==> config.mk <==
export PLATFORM = sky130hd
export DESIGN_NAME = adcpb_top
export DESIGN_NICKNAME = d
export VERILOG_FILES = /design/src/verilog/adcpb_pkg.sv /design/src/verilog/adcpb_conv.sv /design/src/verilog/adcpb_top.sv
export VERILOG_INCLUDE_DIRS = /design/src /design/src/verilog
export SDC_FILE = /design/constraint.sdc
export NUM_CORES = 1
export LEC_CHECK = 0
export BUFFER_PORTS_ARGS = -buffer_cell sky130_fd_sc_hd__buf_2
export CELL_PAD_IN_SITES_DETAIL_PLACEMENT = 0
export CELL_PAD_IN_SITES_GLOBAL_PLACEMENT = 2
export CORE_ASPECT_RATIO = 0.6
export CORE_UTILIZATION = 32
export DETAILED_ROUTE_END_ITERATION = 10
export HOLD_SLACK_MARGIN = 0.05
export PLACE_DENSITY = 0.87
export REMOVE_ABC_BUFFERS = 1
export SLEW_MARGIN = 20
export SYNTH_ARGS = -nofsm -noshare
export SYNTH_HDL_FRONTEND = slang
export SYNTH_HIERARCHICAL = 1
export SYNTH_SLANG_ARGS = --single-unit
==> constraint.sdc <==
create_clock -name REF_CLK -period 5 [get_ports REF_CLK]
set_input_delay 0.75 -clock REF_CLK [delete_from_list [all_inputs] [get_ports REF_CLK]]
set_output_delay 0.75 -clock REF_CLK [all_outputs]
set_load 0.03 [all_outputs]
==> src/verilog/adcpb_consts.svh <==
// Purpose: offsets, field positions, reset values and counts
// Assumes: 32-bit AHB-Lite, each register one word, byte addr = 4 * index
// Notes: definitions only
`ifndef ADCPB_CONSTS_SVH
`define ADCPB_CONSTS_SVH
// ----------------------------------------------------------------
// register indices and byte addresses
// ----------------------------------------------------------------
`define ADCPB_IDX_PORT 12'h001
`define ADCPB_IDX_DIR 12'h005
`define ADCPB_IDX_SC 12'h03c
`define ADCPB_IDX_DATA 12'h03d
`define ADCPB_IDX_CLK 12'h03e
`define ADCPB_ADDR_PORT (`ADCPB_IDX_PORT << 2)
`define ADCPB_ADDR_DIR (`ADCPB_IDX_DIR << 2)
`define ADCPB_ADDR_SC (`ADCPB_IDX_SC << 2)
`define ADCPB_ADDR_DATA (`ADCPB_IDX_DATA << 2)
`define ADCPB_ADDR_CLK (`ADCPB_IDX_CLK << 2)
// ----------------------------------------------------------------
// fields, reset values, counts
// ----------------------------------------------------------------
`define ADCPB_SC_FLAG 7
`define ADCPB_SC_IEN 6
`define ADCPB_SC_CONT 5
`define ADCPB_CLK_LSB 5
`define ADCPB_CH_OFF 5'h1f
`define ADCPB_PB_CHANS 5'h08
`define ADCPB_NUM_CHANS 5'h0c
`define ADCPB_CONV_LAST 4'hd
`define ADCPB_DDR_RST 8'h00
`define ADCPB_CLK_RST 3'h0
`endif

==> src/verilog/adcpb_pkg.sv <==
// Purpose: types shared by the converter and port B logic
// Assumes: constants live in adcpb_consts.svh
// Notes: the converter and top modules keep their state in one struct, bar the port B latch
package adcpb_pkg;
  typedef enum logic [1:0] {
    CS_IDLE = 2'b00,
    CS_ARM = 2'b01,
    CS_CONV = 2'b10
  } adcpb_cstate_t;

  typedef struct packed {
    logic [6:0] pre;
    adcpb_cstate_t st;
    logic [3:0] cnt;
    logic done;
  } adcpb_conv_t;

  typedef struct packed {
    logic ien;
    logic cont;
    logic [4:0] chan;
    logic flag;
    logic irq;
    logic [7:0] result;
    logic [7:0] ddr;
    logic [2:0] clksel;
    logic start;
    logic ap_sel;
    logic ap_write;
    logic [11:0] ap_addr;
    logic [31:0] hrdata;
  } adcpb_top_t;
endpackage : adcpb_pkg

==> src/verilog/adcpb_conv.sv <==
// Purpose: converter clock divider and conversion sequencer
// Assumes: start is a one-cycle pulse from the register file
// Notes: converter clock tick every 2**div_sel bus cycles
`timescale 1ns/10ps
`include "adcpb_consts.svh"
module adcpb_conv
  import adcpb_pkg::*;
(
  // clock and reset
  input wire logic clk,
  input wire logic rst,
  // control
  input wire logic start,
  input wire logic cont,
  input wire logic stop,
  input wire logic pwr_down,
  input wire logic [2:0] div_sel,
  // status
  output logic done,
  output logic busy
);
  adcpb_conv_t s_r;
  adcpb_conv_t s_nxt;
  logic [6:0] mask;
  logic tick;

  assign mask = 7'((8'h01 << div_sel) - 8'h01);
  assign tick = (s_r.pre & mask) == mask;
  assign done = s_r.done;
  assign busy = s_r.st == CS_CONV;

  // ----------------------------------------------------------------
  // sequencer
  // ----------------------------------------------------------------
  always_comb
  begin
    s_nxt = s_r;
    s_nxt.done = 1'b0;
    s_nxt.pre = s_r.pre + 7'h01;
    case (s_r.st)
      CS_IDLE: s_nxt.st = CS_IDLE;
      CS_ARM:
      begin
        if (tick)
        begin
          s_nxt.st = CS_CONV;
          s_nxt.cnt = 4'h0;
        end
      end
      CS_CONV:
      begin
        if (tick)
        begin
          if (s_r.cnt == `ADCPB_CONV_LAST)
          begin
            s_nxt.done = 1'b1;
            s_nxt.cnt = 4'h0;
            s_nxt.st = cont ? CS_CONV : CS_IDLE;
          end
          else
            s_nxt.cnt = s_r.cnt + 4'h1;
        end
      end
      default: s_nxt.st = CS_IDLE;
    endcase
    // a fresh write restarts, discarding any conversion under way
    if (start)
      s_nxt.st = CS_ARM;
    if (pwr_down)
      s_nxt.st = CS_IDLE;
    // stop aborts but keeps the request armed, so it resumes on exit
    if (stop)
    begin
      s_nxt.done = 1'b0;
      s_nxt.cnt = 4'h0;
      if (s_nxt.st != CS_IDLE)
        s_nxt.st = CS_ARM;
    end
  end

  always_ff @(posedge clk or posedge rst)
  begin
    if (rst)
      s_r <= '{pre: 7'h00, st: CS_IDLE, cnt: 4'h0, done: 1'b0};
    else
      s_r <= s_nxt;
  end
endmodule : adcpb_conv

==> src/verilog/adcpb_top.sv <==
// Purpose: converter control, converter registers and port B pins
// Assumes: AHB-Lite single word transfers, pins synchronous to REF_CLK
// Notes: zero wait states; the analog side supplies the selected sample
//
// Functional notes
// - with interrupts enabled, every finished conversion raises the request
// - with interrupts disabled, completion flag sets per conversion, read-only
// - with interrupts enabled, completion flag always reads zero
// - flag clears on control write, data read, or reset
// - pending request clears on data read or control write
// - reset clears the interrupt enable
// - converter keeps running in wait mode; request can wake cpu
// - channel select all ones powers the converter down
// - entering stop mode aborts conversion and holds the converter armed
// - converter resumes once stop mode ends
// - input chosen from twelve channels on ports B and D
// - selected pin is converter input, overriding port direction and data
// - port B eight-bit data latch, untouched by reset
// - direction bit one drives the pin, zero leaves it input
// - reset clears all port B direction bits
// - port B read returns latch for outputs, pin for inputs
// - latch writes always land whatever the direction
// - a conversion takes fourteen converter clocks
// - control write starts conversion at the next converter clock edge
// - continuous mode converts repeatedly, overwriting the result
`timescale 1ns/10ps
`include "adcpb_consts.svh"
module adcpb_top
  import adcpb_pkg::*;
(
  // clock and reset
  input wire logic REF_CLK,
  input wire logic RST,
  // ahb-lite slave
  input wire logic HSEL,
  input wire logic [31:0] HADDR,
  input wire logic [1:0] HTRANS,
  input wire logic HWRITE,
  input wire logic [2:0] HSIZE,
  input wire logic [31:0] HWDATA,
  input wire logic HREADY,
  output logic HREADYOUT,
  output logic HRESP,
  output logic [31:0] HRDATA,
  // system modes
  input wire logic WAIT_MODE,
  input wire logic STOP_MODE,
  // converter side
  output logic [4:0] CONV_CHANNEL,
  input wire logic [7:0] CONV_SAMPLE_DATA,
  output logic CONV_ACTIVE,
  output logic CONV_IRQ,
  // port b pins
  input wire logic [7:0] PORTB_IN,
  output logic [7:0] PORTB_OUT,
  output logic [7:0] PORTB_OE
);
  adcpb_top_t s_r;
  adcpb_top_t s_nxt;
  logic [7:0] port_b_latch_bits;
  logic [7:0] pin_override;
  logic [7:0] portb_read;
  logic [7:0] sc_read;
  logic conv_done;
  logic conv_busy;
  logic pwr_down;
  logic ap_take;
  logic wr_data_phase;
  logic wr_sc;
  logic wr_portb;
  logic rd_take;
  logic rd_data;
  logic rd_sc;
  logic clr_flags;
  logic [11:0] rd_addr;

  // ----------------------------------------------------------------
  // bus decode
  // ----------------------------------------------------------------
  assign HREADYOUT = 1'b1;
  assign HRESP = 1'b0;
  assign HRDATA = s_r.hrdata;
  assign ap_take = HSEL && HTRANS[1] && HREADY;
  assign rd_addr = HADDR[11:0];
  assign wr_data_phase = s_r.ap_sel && s_r.ap_write;
  assign wr_sc = wr_data_phase && s_r.ap_addr == `ADCPB_ADDR_SC;
  assign wr_portb = wr_data_phase && s_r.ap_addr == `ADCPB_ADDR_PORT;
  assign rd_take = ap_take && !HWRITE;
  assign rd_data = rd_take && rd_addr == `ADCPB_ADDR_DATA;
  assign rd_sc = rd_take && rd_addr == `ADCPB_ADDR_SC;
  assign clr_flags = wr_sc || rd_data;

  // ----------------------------------------------------------------
  // converter sequencer
  // ----------------------------------------------------------------
  assign pwr_down = s_r.chan == `ADCPB_CH_OFF;

  // wait mode is deliberately not an input here: converting continues
  adcpb_conv u_conv (
    .clk(REF_CLK),
    .rst(RST),
    .start(s_r.start),
    .cont(s_r.cont),
    .stop(STOP_MODE),
    .pwr_down(pwr_down),
    .div_sel(s_r.clksel),
    .done(conv_done),
    .busy(conv_busy)
  );

  assign CONV_CHANNEL = s_r.chan;
  assign CONV_ACTIVE = conv_busy;
  // the request itself is the wake source from wait mode
  assign CONV_IRQ = s_r.irq;

  // ----------------------------------------------------------------
  // port b pins
  // ----------------------------------------------------------------
  genvar gi;
  generate
    for (gi = 0; gi < 8; gi++)
    begin : g_pin
      // selected analog channel takes the pin away from the port
      assign pin_override[gi] = !pwr_down && s_r.chan == 5'(gi);
      assign PORTB_OE[gi] = s_r.ddr[gi] && !pin_override[gi];
      // latch has no reset; masking holds the pin low while its driver is off
      assign PORTB_OUT[gi] = port_b_latch_bits[gi] && PORTB_OE[gi];
      assign portb_read[gi] = s_r.ddr[gi] ? port_b_latch_bits[gi]
                                          : PORTB_IN[gi];
    end
  endgenerate

  // no reset on purpose: contents survive a reset
  always_ff @(posedge REF_CLK)
  begin
    if (wr_portb)
      port_b_latch_bits <= HWDATA[7:0];
  end

  // ----------------------------------------------------------------
  // register file
  // ----------------------------------------------------------------
  always_comb
  begin
    s_nxt = s_r;
    s_nxt.start = 1'b0;
    s_nxt.ap_sel = ap_take;
    s_nxt.ap_write = HWRITE;
    s_nxt.ap_addr = rd_addr;
    if (wr_data_phase)
    begin
      case (s_r.ap_addr)
        `ADCPB_ADDR_SC:
        begin
          s_nxt.ien = HWDATA[`ADCPB_SC_IEN];
          s_nxt.cont = HWDATA[`ADCPB_SC_CONT];
          s_nxt.chan = HWDATA[4:0];
          s_nxt.start = HWDATA[4:0] != `ADCPB_CH_OFF;
        end
        `ADCPB_ADDR_DIR: s_nxt.ddr = HWDATA[7:0];
        `ADCPB_ADDR_CLK: s_nxt.clksel = HWDATA[7:`ADCPB_CLK_LSB];
        default: s_nxt.ddr = s_r.ddr;
      endcase
    end
    if (clr_flags)
    begin
      s_nxt.flag = 1'b0;
      s_nxt.irq = 1'b0;
    end
    // completion after the clear so a same-cycle event is kept
    if (conv_done)
    begin
      s_nxt.result = CONV_SAMPLE_DATA;
      if (s_r.ien)
        s_nxt.irq = 1'b1;
      else
        s_nxt.flag = 1'b1;
    end
    if (rd_take)
    begin
      case (rd_addr)
        `ADCPB_ADDR_PORT: s_nxt.hrdata = {24'h000000, portb_read};
        `ADCPB_ADDR_DIR: s_nxt.hrdata = {24'h000000, s_nxt.ddr};
        `ADCPB_ADDR_SC: s_nxt.hrdata = {24'h000000, sc_read};
        `ADCPB_ADDR_DATA: s_nxt.hrdata = {24'h000000, s_r.result};
        `ADCPB_ADDR_CLK:
          s_nxt.hrdata = {24'h000000, s_nxt.clksel, 5'h00};
        default: s_nxt.hrdata = 32'h00000000;
      endcase
    end
  end

  // status byte: control fields after any write landing this cycle, flag before it
  always_comb
  begin
    sc_read = 8'h00;
    sc_read[`ADCPB_SC_FLAG] = s_r.flag && !s_nxt.ien;
    sc_read[`ADCPB_SC_IEN] = s_nxt.ien;
    sc_read[`ADCPB_SC_CONT] = s_nxt.cont;
    sc_read[4:0] = s_nxt.chan;
  end

  always_ff @(posedge REF_CLK or posedge RST)
  begin
    if (RST)
    begin
      s_r.ien <= 1'b0;
      s_r.cont <= 1'b0;
      s_r.chan <= `ADCPB_CH_OFF;
      s_r.flag <= 1'b0;
      s_r.irq <= 1'b0;
      s_r.result <= 8'h00;
      s_r.ddr <= `ADCPB_DDR_RST;
      s_r.clksel <= `ADCPB_CLK_RST;
      s_r.start <= 1'b0;
      s_r.ap_sel <= 1'b0;
      s_r.ap_write <= 1'b0;
      s_r.ap_addr <= 12'h000;
      s_r.hrdata <= 32'h00000000;
    end
    else
      s_r <= s_nxt;
  end
endmodule : adcpb_top
; Yosys cells after proc, flatten, opt, wreduce, memory -nomap -nowiden
; Index checks and enable logic that the tools add are counted.
; W data, S select, Z words.
[classes]
n_addsub = 3
n_eq_ne = 24
n_shift = 1
muxes = 32
bitwise_logic = 1
n_reduce_logical = 48
[ops]
columns = operator, count
row1 = $eq A12 B8 Y1 const B, 5
row2 = $pmux W8 S5, 1
row3 = $logic_and A1 B1 Y1, 32
row4 = $mux W7, 4
row5 = $eq A12 B3 Y1 const B, 2
row6 = $eq A12 B5 Y1 const B, 2
row7 = $eq A5 B3 Y1 const B, 4
row8 = $mux W1, 13
row9 = $mux W12, 1
row10 = $mux W2, 6
row11 = $logic_not A1 Y1, 11
row12 = $eq A5 B2 Y1 const B, 2
row13 = $mux W10, 1
row14 = $mux W8, 1
row15 = $pmux W4 S2, 1
row16 = $add A7 B1 Y7 const B, 1
row17 = $and A7 B7 Y7, 1
row18 = $eq A7 B7 Y1, 1
row19 = $shl A1 B3 Y7 const A, 1
row20 = $sub A7 B1 Y7 const B, 1
row21 = $mux W6, 1
row22 = $ne A3 B2 Y1 const B, 2
row23 = $eq A5 B1 Y1 const B, 1
row24 = $eq A5 B5 Y1 const B, 1
row25 = 13 further kinds, 13
[totals]
reg_bits = 97
inputBits = 92
output_inout_bits = 57
word_cells = 127

; Longest topological paths before layout
[logic_depth]
depth_word = 11
depth_mapped = 7
ltp_nobuf = 7

; Hierarchy
; Netlist, hierarchy kept.
[modules_own_cells]
columns = module, instances, cells_each, area_each_um2, seq_area_each_um2
row1 = adcpb_top, 1, 281, 3141.8, 1522.7
row2 = adcpb_conv, 1, 81, 787.0, 350.3

; Worst setup path after synthesis
; No wires, ideal clock.
[synth_timing]
path_type = input to register
from = input HADDR[9]
to = register s_r, in the netlist HRDATA[6]
setup_ps = 64
t_arrival_ps = 2468
required_ps = 4936
setup_slack_ps = 2468
cell_stages = 6
path_buffers = 1
cell_sequence = or4_4 > or3_1 > buf_6 > or4_1 > o221ai_1 > a21o_1
[synth_via]
elab_chain_cells = 2
word_cells_on_any_way = 6
cone_classes = eq/ne: 5 / mux: 1
[synth_rtl]
columns = item, line
row1 = "start, declared", adcpb_top.sv:36  ; input wire logic [31:0] HADDR,
row2 = "$eq A12 B8 Y1, or another cell as far along", adcpb_top.sv:181  ; case (rd_addr)
row3 = $pmux W8 S5 (*), adcpb_top.sv:181
row4 = "end signal, assigned", adcpb_top.sv:222  ; s_r <= s_nxt;
row5 = "end, declared", adcpb_top.sv:58  ; adcpb_top_t s_r;
; Every way passes the cells marked *; elsewhere a longest branch is shown, timed or not.
; A chain may end at the register's enable or synchronous reset.

==> results.cfg <==
[yosys]
synthArstFlopShare_pct = 89.04
ys_ff_latch = 73
netlist_instances = 362
netlist_area_sq_um = 3929
ys_warn_count = 6
ys.flop_type = dfrtp_1
synth_cell_types = 61
synth_edf_count = 8
ys_seq_area_share_pct = 47.68
avgSynthCellArea_sq_um = 10.85

[sta]
fin_tns_setup_ns = 0
grt_setup_unrepaired = false
final.setup.worst_slack_ns = 2.352
min_period_over_period_pct = 52.97
hold_violations = 0
fin_skew_ns = 0.007138
relSlewSlack_pct = 37.40
tightest_slew_ns = 0.9319
fmax_mhz = 377.6
period_needed_ns = 2.648
setup_violations = 0
slew_violations = 0

[clock_network]
post_cts_resized = 0
clockBufferDepth = 2
root_buffer = clkbuf_16
cts_setup_buffers = 0
cts_hold_buf = 0
htreeDepth = 3
clock_latency_ns = 0.34
cts_tree = done
cts_buffers = 9
cts_sinks = 73
clkTransAtPathRegs_ns = 0.06

[drt]
drc = 0
finalWirelength_microns = 9943
vias = 2953
via_per_inst = 5.022
postRouteAntennaNets = 0
drt_iter0_drc = 200
post_drt_wl_per_cell_microns = 16.91
firstDrtPassIters = 4

[setup_path]
cp.arrival_ns = 2.87
required_ns = 5.22
crit_chain = or4_4 > nor4_4 > mux2_2 > a221o_1 > a21o_1
cp_slowest_cell = nor4_4
slowest_delay_ns = 0.64
crit_path_end_kind = flop
critPathLaunchType = flop
critPathKind = reg -> reg
path_max_fanout = 9

[floorplan]
start_util_pct = 33.76
die_y_microns = 87.83
core_area_sq_um = 11640
rows = 30
pin_count = 149
fp.dieW_microns = 145.0
die-area_sq_um = 12740

[global_route]
grt-ovfl-total = 0
grt_pass1_vias = 2824
grt_pass1_wl_microns = 15680
grt_max_degree = 52
track_usage_pct = 16.47
grt_antenna_before_repair = 0

[placed_design]
gp_congestion = 0.8132
preCtsSetupSlack_ns = 2.047
placedCellCount = 572
dpl.hpwl_microns = 7516
io_buffers = 73

[cells_and_area]
multi_input_area_sq_um = 1725
final_cells = 588
antenna_cells = 0
drive_above_1_share_pct = 31.07
ff_latch_area_sq_um = 1873
fin_nets = 520
n_fill_cell = 1174
syn_to_final_growth_pct = 16.82
utilization_pct = 39.44

[pwr]
fin_total_pwr_uw = 1456
cellPowerDensity_nw_per_um2 = 317.3
p_leak_uw = 0.002110
ir_drop_uv = 176.9

[job]
cap_violations = 0

[run_status]
outcome = completed

[min_path]
hp-class = reg -> reg
## cell type report
| cell class | count | area share (%) |
|---|---|---|
| Inverter | 22 | 1.827 |
| Sequential cell | 73 | 40.81 |
| Multi-Input combinational cell | 243 | 37.60 |
| Clock inverter | 7 | 2.372 |
| Timing Repair Buffer | 74 | 8.124 |
| Tap cell | 160 | 4.362 |
| Clock buffer | 9 | 4.907 |
## placed cells by master (no fill, tap or decap), types with 4 or more instances in the layout
cell type / count
o21ai_0: 10
mux2_2: 26
or4_1: 5
and3_1: 8
inv_1: 21
mux2i_1: 5
dfstp_2: 5
a21oi_1: 10
nor2_1: 14
ha_1: 5
a32o_1: 6
nand2_1: 19
a32oi_1: 7
conb_1: 26
nor3_1: 8
edfxtp_1: 8
clkbuf_16: 9
o21ai_1: 5
dfrtp_1: 60
and2_1: 5
nor4_1: 4
a22oi_1: 6
nand3_1: 8
nor2b_1: 8
buf_2: 73
## metrics by stage
stage,instance area [sq um],hold WS [ns]
after floorplan,3681,0.4097
after global placement,4254,0.4363
after detailed placement,4254,0.4291
after CTS,4588,0.4443
after global routing,4589,0.4629
final,4589,0.4496
## flip-flops by register name, summed over array words and instances, names as in the netlist
register / count
u_conv/done: 1
CONV_CHANNEL: 5
u_conv/s_r: 13
CONV_IRQ: 1
port_b_latch_bits: 8
s_r: 37
HRDATA: 8
## critical path: cells and delay by family (launching register included)
| family | cells | cell delay, ns |
|---|---|---|
| AND/OR/NAND/NOR | 2 | 1.22 |
| multiplexers | 1 | 0.42 |
| flip-flops | 1 | 0.38 |
| AO/OA/AOI/OAI | 2 | 0.50 |
## power by group
| part | total, uW | leakage, uW | internal (uW) | switching, uW |
|---|---|---|---|---|
| clock network | 726 | 0.000158 | 482 | 244 |
| logic | 107 | 0.00106 | 29.5 | 78.0 |
| registers | 623 | 0.000887 | 613 | 9.77 |
| total | 1460 | 0.00211 | 1120 | 332 |
## final timing paths
path / end / from / cells past startpoint / slack (ns)
setup / recovery: HRDATA[5]$_DFFE_PP0P_ / s_r[33]$_DFF_PP0_ / 5 / 2.35
hold / removal: u_conv/s_r[6]$_DFF_PP0_ / s_r[46]$_DFF_PP0_ / 1 / 0.45
setup reg to reg: HRDATA[5]$_DFFE_PP0P_ / s_r[33]$_DFF_PP0_ / 5 / 2.35
hold reg to reg: u_conv/s_r[6]$_DFF_PP0_ / s_r[46]$_DFF_PP0_ / 1 / 0.45
max in group asynchronous: s_r[46]$_DFF_PP0_ / RST / 2 / 3.90
min in group asynchronous: u_conv/s_r[10]$_DFF_PP0_ / RST / 2 / 0.48
## logic make-up after synthesis
family	synth area share [%]
xor gates and xnor gates	1.115
and+or+nand+nor	17.33
buffers and inverters	10.70
DFF	47.68
AOI/OAI and AO/OA	12.39
adders and majority gates	1.592
muxes	9.013
other	0.1912
## cells in the mapped netlist (3+ instances only)
cell type	number	area (sq um)
a22oi_1	6	45.04
xnor2_1	3	26.28
inv_1	22	82.58
dfstp_2	5	131.4
nand2_1	19	71.32
nor4_4	3	63.81
mux2_2	26	292.8
nand4_1	3	18.77
edfxtp_1	8	240.2
a32o_1	6	60.06
and2_1	5	31.28
o21ai_0	10	50.05
nor2_1	14	52.55
a32oi_1	7	61.31
a21oi_1	10	50.05
nor3b_1	3	22.52
or4_1	5	37.54
ha_1	5	62.56
mux2i_1	5	50.05
nand2b_1	3	18.77
dfrtp_1	60	1501
and3_1	8	50.05
a31oi_1	3	18.77
or3_1	3	18.77
o21ai_1	5	25.02
nor3_1	8	40.04
clkbuf_1	6	22.52
nand3_1	8	40.04
buf_4	40	300.3
nor4_1	4	25.02
nor2b_1	8	50.05
## metal layers
metal / vias up / routed length (microns) / GRT usage, %
li1: 1372 / - / -
met3: 11 / 671 / 5.365
met1: 1468 / 5020 / 24.07
met4: 0 / 122 / 4.836
met5: - / 0 / 0
met2: 102 / 4128 / 22.81
No activity file was read; power rests on OpenSTA's default activity.
